`src/design/uetc_defs.svh`:
```
// register offsets, field positions and reset values of the endpoint block
// Notes on behaviour
// - ping-pong OUT: valid packet in bank 0 sets its received flag, may interrupt
// - zero-length OUT reports byte count zero; firmware reads nothing then
// - firmware clearing a ping-pong received flag swaps the firmware bank
// - ping-pong OUT answers NAK only when the target bank is still unreleased
// - valid packet in bank 1 sets its flag; firmware drains before clearing
// - successive stored ping-pong OUT packets alternate between bank 0 and 1
// - bytes beyond fifo size are dropped, packet still valid on good crc
// - firmware loads fifo then sets transmit ready; empty fifo sends zero-length
// - standard IN with transmit ready clear answers every IN with NAK
// - standard mode: clearing transmit ready before sending discards the loaded packet
// - host acknowledge of IN sets transmit complete; firmware clears before refill
// - IN retries run in hardware until the host acknowledges
// - ping-pong IN: each transmit ready set switches the firmware bank
// - ping-pong IN: NAK when the addressed bank has no transmit ready
// - setup packet sets setup flag, clears all other status, may interrupt
// - control endpoint takes IN and OUT; firmware sets direction for IN data
// - status stage is zero-length IN for writes, zero-length OUT for reads
// - isochronous OUT crc error flag updated on every stored packet
// - isochronous OUT drops data silently while received flag is set
// - flag cleared mid-packet: only the remaining bytes are stored
// - per-endpoint registers act on the endpoint in the select register
// - endpoint kind: control 00, isochronous 01, bulk 10, interrupt 11
`ifndef UETC_DEFS_SVH
`define UETC_DEFS_SVH
`define UETC_A_SEL 8'h00
`define UETC_A_CFG 8'h04
`define UETC_A_STA 8'h08
`define UETC_A_FIFO 8'h0c
`define UETC_A_CNT 8'h10
`define UETC_A_IEN 8'h14
`define UETC_CFG_EN 7
`define UETC_CFG_PP 3
`define UETC_CFG_DIR 2
`define UETC_CFG_TY_HI 1
`define UETC_CFG_TY_LO 0
`define UETC_STA_TXC 0
`define UETC_STA_RB0 1
`define UETC_STA_SET 2
`define UETC_STA_CRC 3
`define UETC_STA_TXR 4
`define UETC_STA_RB1 6
`define UETC_STA_DIR 7
`define UETC_SEL_RST 8'h00
`define UETC_CFG_RST 8'h00
`define UETC_IEN_RST 8'h00
`define UETC_CNT_RST 8'h00
`endif

```
`src/design/uetc_pkg.sv`:
```
// types shared by the endpoint transaction block
package uetc_pkg;
    // endpoint kind encoding
    typedef enum logic [1:0] {
        UETC_K_CTRL = 2'b00, UETC_K_ISO = 2'b01, UETC_K_BULK = 2'b10, UETC_K_INTR = 2'b11
    } uetc_kind_t;
    typedef enum logic [1:0] {
        UETC_T_OUT = 2'b00, UETC_T_IN = 2'b01, UETC_T_SETUP = 2'b10, UETC_T_RSV = 2'b11
    } uetc_tok_t;
    typedef enum logic {UETC_H_ACK = 1'b0, UETC_H_NAK = 1'b1} uetc_hs_t;
    typedef enum logic [3:0] {
        UETC_S_IDLE = 4'b0001, UETC_S_RX = 4'b0010, UETC_S_TX = 4'b0100, UETC_S_WACK = 4'b1000
    } uetc_state_t;
    typedef struct packed {
        logic tok_valid;
        uetc_tok_t tok_kind;
        logic [3:0] tok_ep;
        logic rx_valid;
        logic [7:0] rx_data;
        logic rx_end;
        logic rx_crc_ok;
        logic host_ack;
        logic host_timeout;
    } uetc_sie_rx_t;
    typedef struct packed {
        logic hs_valid;
        uetc_hs_t hs_code;
        logic tx_valid;
        logic [7:0] tx_data;
        logic tx_last;
        logic tx_zlp;
    } uetc_sie_tx_t;
endpackage : uetc_pkg

```
`src/design/uetc_top.sv`:
```
// endpoint transaction controller: avalon registers, banked fifos, sie sequencing
`timescale 1ns/1ps
`include "uetc_defs.svh"
module uetc_top
    import uetc_pkg::*;
#(
    parameter int NUM_EP = 4,
    parameter int DEPTH = 8,
    parameter int EPW = $clog2(NUM_EP),
    parameter int PW = $clog2(DEPTH)
) (
    input wire logic sys_clk,
    input wire logic reset,
    input wire logic [7:0] avs_address,
    input wire logic avs_read,
    input wire logic avs_write,
    input wire logic [3:0] avs_byteenable,
    input wire logic [31:0] avs_writedata,
    output logic [31:0] avs_readdata,
    output logic avs_waitrequest,
    input wire logic usb_bus_reset,
    input wire uetc_sie_rx_t sie_rx,
    output uetc_sie_tx_t sie_tx,
    output logic usb_irq
);
    localparam logic [PW:0] DEPF = (PW + 1)'(DEPTH);
    localparam logic [7:0] DEP8 = 8'(DEPTH);

    // ------------------------------------------------------------
    // storage
    // ------------------------------------------------------------
    logic [7:0] cfg_r [NUM_EP];
    logic [1:0] rxf_r [NUM_EP];
    logic [1:0] txr_r [NUM_EP];
    logic setup_r [NUM_EP];
    logic txc_r [NUM_EP];
    logic crc_r [NUM_EP];
    logic dir_r [NUM_EP];
    logic fwb_r [NUM_EP];
    logic hwb_r [NUM_EP];
    logic [7:0] cnt_r [NUM_EP][2];
    logic [PW:0] fptr_r [NUM_EP];
    logic [7:0] mem_r [NUM_EP][2][DEPTH];
    logic [NUM_EP-1:0] ien_r;
    logic [NUM_EP-1:0] flag_v;
    logic [EPW-1:0] sel_r;

    uetc_state_t st_r;
    logic [EPW-1:0] cur_ep_r;
    logic cur_bank_r;
    logic [7:0] wptr_r;
    logic [7:0] tptr_r;
    logic [7:0] tlen_r;
    logic drop_r;
    logic iso_r;
    logic stok_r;

    // ------------------------------------------------------------
    // bus decode
    // ------------------------------------------------------------
    logic go_wr;
    logic go_rd;
    logic w_sta;
    logic f_wr;
    logic f_rd;
    logic [7:0] wd;
    logic [7:0] sta_v;
    logic [7:0] rd_v;

    // commit at the edge that sees waitrequest low
    assign go_wr = avs_write && !avs_waitrequest && avs_byteenable[0];
    assign go_rd = avs_read && !avs_waitrequest;
    assign wd = avs_writedata[7:0];
    assign w_sta = go_wr && avs_address == `UETC_A_STA;
    assign f_wr = go_wr && avs_address == `UETC_A_FIFO;
    assign f_rd = go_rd && avs_address == `UETC_A_FIFO;

    always_comb begin
        sta_v = 8'h00;
        sta_v[`UETC_STA_TXC] = txc_r[sel_r];
        sta_v[`UETC_STA_RB0] = rxf_r[sel_r][0];
        sta_v[`UETC_STA_SET] = setup_r[sel_r];
        sta_v[`UETC_STA_CRC] = crc_r[sel_r];
        sta_v[`UETC_STA_TXR] = txr_r[sel_r][fwb_r[sel_r]];
        sta_v[`UETC_STA_RB1] = rxf_r[sel_r][1];
        sta_v[`UETC_STA_DIR] = dir_r[sel_r];
    end

    // every per-endpoint view follows the select register
    always_comb begin
        rd_v = 8'h00;
        case (avs_address)
            `UETC_A_SEL: rd_v = 8'(sel_r);
            `UETC_A_CFG: rd_v = cfg_r[sel_r];
            `UETC_A_STA: rd_v = sta_v;
            `UETC_A_FIFO: begin
                if (fptr_r[sel_r] < DEPF) begin
                    rd_v = mem_r[sel_r][fwb_r[sel_r]][fptr_r[sel_r][PW-1:0]];
                end
            end
            `UETC_A_CNT: rd_v = cnt_r[sel_r][fwb_r[sel_r]];
            `UETC_A_IEN: rd_v = 8'(ien_r);
            default: rd_v = 8'h00;
        endcase
    end

    // one wait cycle, then answer; unmapped reads give zero
    always_ff @(posedge sys_clk or posedge reset) begin
        if (reset) begin
            avs_waitrequest <= 1'b1;
            avs_readdata <= 32'h0000_0000;
        end else if ((avs_read || avs_write) && avs_waitrequest) begin
            avs_waitrequest <= 1'b0;
            avs_readdata <= {24'h00_0000, rd_v};
        end else begin
            avs_waitrequest <= 1'b1;
        end
    end

    always_ff @(posedge sys_clk or posedge reset) begin
        if (reset) begin
            sel_r <= EPW'(`UETC_SEL_RST);
            ien_r <= NUM_EP'(`UETC_IEN_RST);
        end else if (go_wr) begin
            if (avs_address == `UETC_A_SEL) begin
                sel_r <= wd[EPW-1:0];
            end
            if (avs_address == `UETC_A_IEN) begin
                ien_r <= wd[NUM_EP-1:0];
            end
        end
    end

    // ------------------------------------------------------------
    // token decision
    // ------------------------------------------------------------
    logic [EPW-1:0] tep;
    logic tgo;
    logic tin;
    logic tctl;
    logic tpp;
    logic tbank;
    logic tx_ok;
    logic dir_ok;
    uetc_kind_t tkind;

    always_comb begin
        tep = sie_rx.tok_ep[EPW-1:0];
        tkind = uetc_kind_t'(cfg_r[tep][`UETC_CFG_TY_HI:`UETC_CFG_TY_LO]);
        tctl = tkind == UETC_K_CTRL;
        tin = sie_rx.tok_kind == UETC_T_IN;
        // isochronous runs standard mode only
        tpp = cfg_r[tep][`UETC_CFG_PP] && cfg_r[tep][`UETC_CFG_TY_HI];
        tbank = tpp ? hwb_r[tep] : 1'b0;
        dir_ok = tctl || (tin == cfg_r[tep][`UETC_CFG_DIR]);
        tgo = sie_rx.tok_valid && st_r == UETC_S_IDLE && !usb_bus_reset
            && ({28'h000_0000, sie_rx.tok_ep} < 32'(NUM_EP))
            && cfg_r[tep][`UETC_CFG_EN] && dir_ok
            && (sie_rx.tok_kind != UETC_T_SETUP || tctl)
            && sie_rx.tok_kind != UETC_T_RSV;
        tx_ok = txr_r[tep][tbank];
    end

    logic rx_done;
    logic out_ok;
    logic setup_ok;
    logic iso_ok;
    logic in_ack;
    logic st_en;

    assign rx_done = st_r == UETC_S_RX && sie_rx.rx_end;
    assign out_ok = rx_done && sie_rx.rx_crc_ok && !drop_r && !iso_r && !stok_r;
    assign setup_ok = rx_done && sie_rx.rx_crc_ok && stok_r;
    assign iso_ok = rx_done && iso_r && !rxf_r[cur_ep_r][0];
    assign in_ack = st_r == UETC_S_WACK && sie_rx.host_ack;
    // iso bytes are kept only once the flag is free, so a late clear stores the tail
    assign st_en = st_r == UETC_S_RX && sie_rx.rx_valid && !drop_r
        && (!iso_r || !rxf_r[cur_ep_r][0]);

    // ------------------------------------------------------------
    // transaction sequencer
    // ------------------------------------------------------------
    always_ff @(posedge sys_clk or posedge reset) begin
        if (reset) begin
            st_r <= UETC_S_IDLE;
            cur_ep_r <= '0;
            cur_bank_r <= 1'b0;
            wptr_r <= 8'h00;
            tptr_r <= 8'h00;
            tlen_r <= 8'h00;
            drop_r <= 1'b0;
            iso_r <= 1'b0;
            stok_r <= 1'b0;
        end else if (usb_bus_reset) begin
            st_r <= UETC_S_IDLE;
        end else begin
            case (st_r)
                UETC_S_IDLE: begin
                    if (tgo) begin
                        cur_ep_r <= tep;
                        cur_bank_r <= tbank;
                        wptr_r <= 8'h00;
                        tptr_r <= 8'h00;
                        tlen_r <= cnt_r[tep][tbank];
                        iso_r <= tkind == UETC_K_ISO;
                        stok_r <= sie_rx.tok_kind == UETC_T_SETUP;
                        if (tin) begin
                            if (tx_ok) begin
                                st_r <= cnt_r[tep][tbank] == 8'h00 ? UETC_S_WACK : UETC_S_TX;
                            end
                        end else begin
                            st_r <= UETC_S_RX;
                            // setups are never refused
                            drop_r <= sie_rx.tok_kind != UETC_T_SETUP && tkind != UETC_K_ISO
                                && (rxf_r[tep][tbank] || setup_r[tep]);
                        end
                    end
                end
                UETC_S_RX: begin
                    // count what the host sent (iso: only the bytes kept), even past the fifo end
                    if (sie_rx.rx_valid && (!iso_r || st_en) && wptr_r != 8'hff) begin
                        wptr_r <= wptr_r + 8'h01;
                    end
                    if (sie_rx.rx_end) begin
                        st_r <= UETC_S_IDLE;
                    end
                end
                UETC_S_TX: begin
                    tptr_r <= tptr_r + 8'h01;
                    if (tptr_r == tlen_r - 8'h01) begin
                        st_r <= UETC_S_WACK;
                    end
                end
                UETC_S_WACK: begin
                    // timeout leaves ready set, so the next IN resends
                    if (sie_rx.host_ack || sie_rx.host_timeout) begin
                        st_r <= UETC_S_IDLE;
                    end
                end
                default: st_r <= UETC_S_IDLE;
            endcase
        end
    end

    always_ff @(posedge sys_clk or posedge reset) begin
        if (reset) begin
            sie_tx <= '0;
        end else begin
            sie_tx.hs_valid <= 1'b0;
            sie_tx.tx_valid <= 1'b0;
            sie_tx.tx_last <= 1'b0;
            sie_tx.tx_zlp <= 1'b0;
            if (tgo && tin && !tx_ok) begin
                sie_tx.hs_valid <= 1'b1;
                sie_tx.hs_code <= UETC_H_NAK;
            end
            if (tgo && tin && tx_ok && cnt_r[tep][tbank] == 8'h00) begin
                sie_tx.tx_zlp <= 1'b1;
            end
            if (st_r == UETC_S_TX) begin
                sie_tx.tx_valid <= 1'b1;
                sie_tx.tx_data <= mem_r[cur_ep_r][cur_bank_r][tptr_r[PW-1:0]];
                sie_tx.tx_last <= tptr_r == tlen_r - 8'h01;
            end
            // isochronous OUT gets no handshake at all
            if (rx_done && sie_rx.rx_crc_ok && !iso_r) begin
                sie_tx.hs_valid <= 1'b1;
                sie_tx.hs_code <= drop_r ? UETC_H_NAK : UETC_H_ACK;
            end
        end
    end

    // ------------------------------------------------------------
    // per-endpoint state
    // ------------------------------------------------------------
    for (genvar e = 0; e < NUM_EP; e++) begin : g_ep
        logic me;
        logic hw;
        logic ws;
        logic pp;
        logic c0;
        logic c1;
        logic tset;
        logic tcan;
        logic sclr;

        assign me = sel_r == EPW'(e);
        assign hw = cur_ep_r == EPW'(e);
        assign ws = w_sta && me;
        assign pp = cfg_r[e][`UETC_CFG_PP] && cfg_r[e][`UETC_CFG_TY_HI];
        assign c0 = ws && rxf_r[e][0] && !wd[`UETC_STA_RB0];
        assign c1 = ws && rxf_r[e][1] && !wd[`UETC_STA_RB1];
        assign tset = ws && wd[`UETC_STA_TXR] && !txr_r[e][fwb_r[e]];
        assign tcan = ws && !wd[`UETC_STA_TXR] && txr_r[e][0] && !pp;
        assign sclr = ws && setup_r[e] && !wd[`UETC_STA_SET];
        assign flag_v[e] = |rxf_r[e] || setup_r[e] || txc_r[e] || crc_r[e];

        always_ff @(posedge sys_clk or posedge reset) begin
            if (reset) begin
                cfg_r[e] <= `UETC_CFG_RST;
            end else if (usb_bus_reset) begin
                cfg_r[e] <= `UETC_CFG_RST;
            end else if (go_wr && avs_address == `UETC_A_CFG && me) begin
                cfg_r[e] <= wd;
            end
        end

        // status flags: a hardware set in the clearing cycle wins
        always_ff @(posedge sys_clk or posedge reset) begin
            if (reset) begin
                rxf_r[e] <= 2'b00;
                txr_r[e] <= 2'b00;
                setup_r[e] <= 1'b0;
                txc_r[e] <= 1'b0;
                crc_r[e] <= 1'b0;
                dir_r[e] <= 1'b0;
            end else if (usb_bus_reset) begin
                rxf_r[e] <= 2'b00;
                txr_r[e] <= 2'b00;
                setup_r[e] <= 1'b0;
                txc_r[e] <= 1'b0;
                crc_r[e] <= 1'b0;
                dir_r[e] <= 1'b0;
            end else if (hw && setup_ok) begin
                setup_r[e] <= 1'b1;
                rxf_r[e] <= 2'b00;
                txr_r[e] <= 2'b00;
                txc_r[e] <= 1'b0;
                crc_r[e] <= 1'b0;
                dir_r[e] <= 1'b0;
            end else begin
                if (c0) rxf_r[e][0] <= 1'b0;
                if (c1) rxf_r[e][1] <= 1'b0;
                if (hw && (out_ok || iso_ok)) begin
                    rxf_r[e][cur_bank_r] <= 1'b1;
                end
                if (sclr) setup_r[e] <= 1'b0;
                if (ws && !wd[`UETC_STA_TXC]) txc_r[e] <= 1'b0;
                if (hw && in_ack) txc_r[e] <= 1'b1;
                if (ws && !wd[`UETC_STA_CRC]) crc_r[e] <= 1'b0;
                if (hw && iso_ok) crc_r[e] <= !sie_rx.rx_crc_ok;
                if (ws) dir_r[e] <= wd[`UETC_STA_DIR];
                if (tset) txr_r[e][fwb_r[e]] <= 1'b1;
                if (tcan) txr_r[e][0] <= 1'b0;
                if (hw && in_ack) txr_r[e][cur_bank_r] <= 1'b0;
            end
        end

        always_ff @(posedge sys_clk or posedge reset) begin
            if (reset) begin
                fwb_r[e] <= 1'b0;
                hwb_r[e] <= 1'b0;
            end else if (usb_bus_reset) begin
                fwb_r[e] <= 1'b0;
                hwb_r[e] <= 1'b0;
            end else if (pp) begin
                if (c0 || c1) fwb_r[e] <= !fwb_r[e];
                if (tset) fwb_r[e] <= !fwb_r[e];
                if (hw && (out_ok || in_ack)) hwb_r[e] <= !hwb_r[e];
            end
        end

        always_ff @(posedge sys_clk or posedge reset) begin
            if (reset) begin
                cnt_r[e][0] <= `UETC_CNT_RST;
                cnt_r[e][1] <= `UETC_CNT_RST;
                fptr_r[e] <= '0;
            end else if (usb_bus_reset) begin
                cnt_r[e][0] <= `UETC_CNT_RST;
                cnt_r[e][1] <= `UETC_CNT_RST;
                fptr_r[e] <= '0;
            end else begin
                if (hw && (out_ok || iso_ok || setup_ok)) begin
                    cnt_r[e][cur_bank_r] <= wptr_r;
                end
                if (tset) cnt_r[e][fwb_r[e]] <= 8'(fptr_r[e]);
                if (tcan) cnt_r[e][0] <= `UETC_CNT_RST;
                if (c0 || c1 || tset || tcan || sclr) begin
                    fptr_r[e] <= '0;
                end else if (me && (f_wr || f_rd) && fptr_r[e] < DEPF) begin
                    fptr_r[e] <= fptr_r[e] + 1'b1;
                end
            end
        end

        // data only, no reset: contents are undefined until written
        always_ff @(posedge sys_clk) begin
            if (me && f_wr && fptr_r[e] < DEPF) begin
                mem_r[e][fwb_r[e]][fptr_r[e][PW-1:0]] <= wd;
            end
            if (hw && st_en && wptr_r < DEP8) begin
                mem_r[e][cur_bank_r][wptr_r[PW-1:0]] <= sie_rx.rx_data;
            end
        end
    end

    always_ff @(posedge sys_clk or posedge reset) begin
        if (reset) begin
            usb_irq <= 1'b0;
        end else begin
            usb_irq <= |(ien_r & flag_v);
        end
    end

    // ------------------------------------------------------------
    // checks
    // ------------------------------------------------------------
    logic irq_src;
    logic cur_pp;
    logic hwb_cur;
    assign irq_src = |(ien_r & flag_v);
    assign cur_pp = cfg_r[cur_ep_r][`UETC_CFG_PP] && cfg_r[cur_ep_r][`UETC_CFG_TY_HI];
    assign hwb_cur = hwb_r[cur_ep_r];
endmodule : uetc_top

```
`config.mk`:
```
export PLATFORM = sky130hd
export DESIGN_NAME = uetc_top
export DESIGN_NICKNAME = d
export VERILOG_FILES = /design/src/design/uetc_pkg.sv /design/src/design/uetc_top.sv
export VERILOG_INCLUDE_DIRS = /design/src /design/src/design
export SDC_FILE = /design/constraint.sdc
export NUM_CORES = 2
export LEC_CHECK = 0
export BUFFER_PORTS_ARGS = -buffer_cell sky130_fd_sc_hd__buf_2
export CELL_PAD_IN_SITES_DETAIL_PLACEMENT = 0
export CELL_PAD_IN_SITES_GLOBAL_PLACEMENT = 1
export CORE_ASPECT_RATIO = 1.1
export CORE_MARGIN = 10
export CORE_UTILIZATION = 47
export DETAILED_ROUTE_END_ITERATION = 7
export MAX_ROUTING_LAYER = met4
export PLACE_DENSITY_LB_ADDON = 0.08
export SLEW_MARGIN = 10
export SYNTH_ARGS = -nofsm -noshare
export SYNTH_HDL_FRONTEND = slang
export SYNTH_SLANG_ARGS = --single-unit
```
`constraint.sdc`:
```
create_clock -name sys_clk -period 12.95 [get_ports sys_clk]
set_clock_uncertainty 0.2 [all_clocks]
set_input_delay 0.6475 -clock sys_clk [delete_from_list [all_inputs] [get_ports sys_clk]]
set_output_delay 0.6475 -clock sys_clk [all_outputs]
set_load 0.1 [all_outputs]
```
* Yosys cells after proc, flatten, opt, wreduce, memory -nomap -nowiden
Memory sizes are Yosys's and may differ from the RTL's.
Cells that the tools add are included.
** Operators by class
- Shift operators :: 0
- Reduce and logical (&&, ||, !) cells :: 297
- Divide/modulo/power cells :: 0
- Multiply operators :: 0
- Add/subtract/negate cells :: 7
- Mux-type cells :: 877
- Eq/ne operators :: 31
- Order comparisons :: 46
- Bitwise gates (word level) :: 545
** Operators with widths (number)
- 128-bit two-way mux :: 8
- 64-bit two-way mux :: 11
- 1-bit two-way mux :: 679
- 1-bit bitwise OR :: 512
- 64-bit demux with 1-bit select :: 5
- 16-bit two-way mux :: 20
- 8-bit two-way mux :: 39
- 1-bit logical AND :: 164
- 16-bit bitwise mux :: 8
- 8-bit demux with 3-bit select :: 5
- 2-bit two-way mux :: 46
- 4-bit two-way mux :: 22
- 16-bit binary-select mux with 2-bit select :: 2
- 8-bit binary-select mux with 3-bit select :: 2
- 8-bit case mux with 6 select lines :: 1
- 3-bit nonzero test :: 16
- 8-bit demux with 1-bit select :: 5
- 1-bit logical OR :: 39
- 8-bit binary-select mux with 2-bit select :: 2
- 8-bit case mux with 2 select lines :: 2
- 4-bit nonzero test :: 8
- 1-bit zero test :: 30
- 2-bit nonzero test :: 15
- 4-bit >= comparator, second input constant :: 7
- 51 further kinds :: 155
** Word-level totals
- ROM bits :: 0
- RAM bits :: 512
- Flip-flop bits (word level) :: 215
- Logic and storage cells :: 1872
- Bits in latches :: 0
- Input port bits :: 69
- Output and inout port bits :: 47
- Memories kept :: 1
** Memories
- mem_r :: depth 4, width 128, read ports 2, clocked after Yosys merged registers in 0, wr ports 4, RTL line uetc_top.sv:43 : logic [7:0] mem_r [NUM_EP][2][DEPTH];

* Logic depth before layout (Yosys ltp)
- Depth in word-level cells :: 17
- Depth in mapped cells :: 11
- Gate-level depth less buffers :: 9

* Worst setup path after synthesis
No wires, ideal clock.
- Path kind :: input to register
- From :: in avs_address[1]
- To :: mem mem_r[2][104] (netlist name) (enable)
- Cell stages on the path :: 6
- Data required time :: 12.366 ns
- Arrival :: 3.128 ns
- Slack :: 9.238 ns
- Cell sequence :: or4_4 nor4_4 nand3_1 nor3_1 or3b_1 o21ai_0
** RTL lines
- from (decl) :: RTL line uetc_top.sv:14 : input wire logic [7:0] avs_address,
- to (decl) :: RTL line uetc_top.sv:43

* Final worst setup path
- From :: reg sel_r[0]
- To :: reg avs_readdata[5]
** On the way
- Longest elaborated chain between the ends :: 13
** RTL lines
- from (decl) :: RTL line uetc_top.sv:46 : logic [EPW-1:0] sel_r;
- from (signal assigned) :: RTL line uetc_top.sv:122 : sel_r <= EPW'(`UETC_SEL_RST);
- from (signal assigned) :: RTL line uetc_top.sv:126 : sel_r <= wd[EPW-1:0];
- 2-bit NOT with 3-bit output (implied by the code)
- 1-bit binary-select mux with 2-bit select :: RTL line uetc_top.sv:98, uetc_top.sv:101
- 1-bit two-way mux (implied by the code) (2 in a row) :: RTL line uetc_top.sv:98, uetc_top.sv:101
- 1-bit NOT with 2-bit output (implied by the code) :: RTL line uetc_top.sv:98, uetc_top.sv:101
- 64-bit two-way mux (implied by the code) (3 in a row) :: RTL line uetc_top.sv:98 : rd_v = mem_r[sel_r][fwb_r[sel_r]][fptr_r[sel_r][PW-1:0]];
- 8-bit binary-select mux with 3-bit select :: RTL line uetc_top.sv:98
- 8-bit two-way mux (implied by the code) (2 in a row) :: RTL line uetc_top.sv:98
- 8-bit two-way mux :: RTL line uetc_top.sv:97 : if (fptr_r[sel_r] < DEPF) begin
- 8-bit case mux with 6 select lines (*) :: RTL line uetc_top.sv:92 : case (avs_address)
- to (signal assigned) :: RTL line uetc_top.sv:114 : avs_readdata <= {24'h00_0000, rd_v};
- to (decl) :: RTL line uetc_top.sv:19 : output logic [31:0] avs_readdata,
Every way passes the cells marked *; elsewhere a longest branch is shown, timed or not. The select of a mux whose other input is x is not followed.
A chain may end at the register's enable or synchronous reset.

==> results.sh <==
export IMPL_status="complete, no violations"
export IMPL_period_needed_ps=4970
export IMPL_yosysTopAreaCellShare_pct=35.3
export IMPL_yosys_warnings=0
export IMPL_drv_slew=0
export IMPL_synth_main_ff_cell="edfxtp_1"
export IMPL_wl_met3_um=11100
export IMPL_root_buffer="clkbuf_16"
export IMPL_ys_ff_latch=727
export IMPL_dieArea_sq_um=105000
export IMPL_yosysTopAreaCell="edfxtp_1"
export IMPL_p_seq_share_pct=49.0
export IMPL_p_int_mw=3.91
export IMPL_clock_path_buffers=3
export IMPL_wl_met2_um=74200
export IMPL_dp_hpwl_um=99100
export IMPL_clkSlewWorstSetupHoldPaths_ps=60
export IMPL_leakagePower_nw=16.0
export IMPL_critPathKind="flip-flop to flip-flop"
export IMPL_grt_total_usage_pct=29.3
export IMPL_wl_per_cell_um=34.0
export IMPL_wirelength_um=151000
export IMPL_start_util_pct=47.2
export IMPL_rows=117
export IMPL_synth_edf_count=512
export IMPL_hp_class="primary input to flip-flop"
export IMPL_p_clk_share_pct=45.5
export IMPL_core_area_sq_um=92200
export IMPL_postSynthAreaPerCell_sq_um=13.5
export IMPL_endpoint_kind="flip-flop"
export IMPL_crit_arrival_ps=5310
export IMPL_area_growth_pct=9.38
export IMPL_overflow=0
export IMPL_maxCapViolCount=0
export IMPL_top_layer_used="met4"
export IMPL_powerDensity_nw_per_um2=107
export IMPL_num_vias=29400
export IMPL_antenna_found_initial=2
export IMPL_yosys_top_cells_count="mux2_2, edfxtp_1, mux4_2, nand2_1, clkbuf_1"
export IMPL_drive_gt1_share_pct=37.6
export IMPL_synthArstFlopShare_pct=29.6
export IMPL_net_switching_power_mw=1.20
export IMPL_dr_pass1_iters=5
export IMPL_yosysSeqAreaShare_pct=47.7
export IMPL_drtIter0Drc=3157
export IMPL_io_pins=116
export IMPL_die_w_um=310
export IMPL_final_hold_viol_count=0
export IMPL_viasPerCell=6.65
export IMPL_ir_worst_vdd_mv=0.109
export IMPL_rsz0062_at_grt="no"
export IMPL_cts_buffers=85
export IMPL_cp_start_kind="flip-flop"
export IMPL_nNetsFinal=3243
export IMPL_grt_pass1_vias=29800
export IMPL_synthesis_area_sq_um=43500
export IMPL_crit_path_max_fanout=41
export IMPL_grt_pass1_wl_um=217000
export IMPL_final_util_pct=51.6
export IMPL_pwr_share_comb_pct=5.5
export IMPL_port_buffers=64
export IMPL_dpl_cell_area_sq_um=45000
export IMPL_fin_area_sq_um=47600
export IMPL_die_h_um=339
export IMPL_cts_tree="yes"
export IMPL_dp_cells=4269
export IMPL_clock_latency_ps=660
export IMPL_fmax_mhz=201
export IMPL_route_detailed_drc=0
export IMPL_layout_cells_non_filler=4425
export IMPL_worstPathRequired_ps=13290
export IMPL_post_route_period_util_pct=38.3
export IMPL_finalSetupViolCount=0
export IMPL_cts_htree_levels=3
export IMPL_cts_hold_buf=1
export IMPL_slew_headroom_pct=18.6
export IMPL_cts_repair_resized=0
export IMPL_worstMarginPinSlew_ps=1210
export IMPL_fin_tns_setup_ps=0
export IMPL_post_synth_top_count_cell="mux2_2"
export IMPL_antenna_left=0
export IMPL_grt_max_degree=118
export IMPL_switching_share_pct=23.5
export IMPL_cts_sinks=727
export IMPL_gp_congestion=0.914
export IMPL_met1_length_um=58300
export IMPL_synth_distinct_cells=77
export IMPL_synthesis_instances=3214
export IMPL_cts_setup_buffers=0
export IMPL_yosys_top_cells_area="edfxtp_1, mux4_2, mux2_2, dfrtp_1, mux2i_1"
through the flow:
stage	hold WS (ps)	setup slack (ps)	power (mW)
2_1_floorplan	275	6230	2.75
3_5_place_dp	259	7880	2.83
6_report	174	7980	5.10
3_3_place_gp	259	7960	2.82
5_1_grt	204	7710	5.25
4_1_cts	125	7940	5.14
worst paths after layout:
check / from / endpoint / slack (ps) / depth (start not counted)
setup / recovery: sel_r[0] / avs_readdata[5] / 7980 / 8
hold / removal: sie_rx[3] / st_r[1] / 170 / 3
setup reg to reg: sel_r[0] / avs_readdata[5] / 7980 / 8
hold reg to reg: sie_tx[9] / sie_tx[9] / 260 / 2
max in group asynchronous: reset / tptr_r[0] / 9950 / 5
min in group asynchronous: reset / tptr_r[4] / 490 / 3
kinds of logic (layout without fill, tap and decap cells):
group | Yosys count | after routing | share of synthesized area [%]
and+or+nand+nor | 700 | 700 | 7.44
muxes | 1036 | 1036 | 35.6
DFF | 727 | 727 | 47.7
other | 1 | 25 | 0.00861
buffers and inverters | 352 | 349 | 3.39
xor gates and xnor gates | 38 | 38 | 0.764
AOI/OAI and AO/OA | 353 | 353 | 4.89
adders and majority gates | 7 | 7 | 0.201
critical path, stage by stage (launching register included):
cell      delay, ps
dfrtp_4         880
buf_4           810
mux4_2          740
buf_4           530
mux2_2          390
o211ai_1        360
o21ai_0         310
a222oi_1        380
nand2_1          90
power groups by stage:
stage,Clock [mW],Combinational (mW),Sequential (mW)
6_report,2.32,0.283,2.50
5_1_grt,2.45,0.300,2.50
4_1_cts,2.36,0.282,2.50
3_5_place_dp,0,0.281,2.54
3_3_place_gp,0,0.273,2.54
2_1_floorplan,0,0.200,2.55
routing by layer:
metal / track usage (%) / up-vias
met5: - / -
met4: 12.2 / 0
met3: 4.29 / 288
met2: 46.8 / 1360
met1: 37.2 / 15400
li1: - / 12400
final cells by class:
type                    instances  area [sq um]
fillers                      7911         44600
multi-input cells            2158         21500
flip-flops and latches        727         20800
clock buffers                 113          2360
well taps                    1190          1490
repair buffers                175          1210
clock inverters                41           254
inverters                      20          82.6
diodes                          1          2.50
cell usage in the layout, fill, tap and decap left out, types with 19 or more instances in the layout:
master,synthesis,final
a211oi_1,31,31
nor2b_1,19,19
o211ai_1,20,20
nand2_1,288,288
nand2b_1,24,24
xnor2_1,20,20
mux2_2,520,520
clkbuf_16,0,87
edfxtp_1,512,512
o21ai_0,121,112
mux2i_1,125,125
nor3_1,39,39
nand3_1,61,61
a21oi_1,107,107
nor2_1,173,169
dfrtp_1,213,207
buf_2,53,64
mux2_1,35,35
mux4_2,356,355
buf_4,24,106
conb_1,1,24
registers in the layout (all words and copies together), names as in the netlist, 8 cells and up:
signal	count
avs_readdata	8
tlen_r	8
txr_r	8
rxf_r	8
cnt_r	64
fptr_r	16
cfg_r	32
wptr_r	8
mem_r	512
sie_tx	13
tptr_r	8
(Power assumes the default switching activity.)
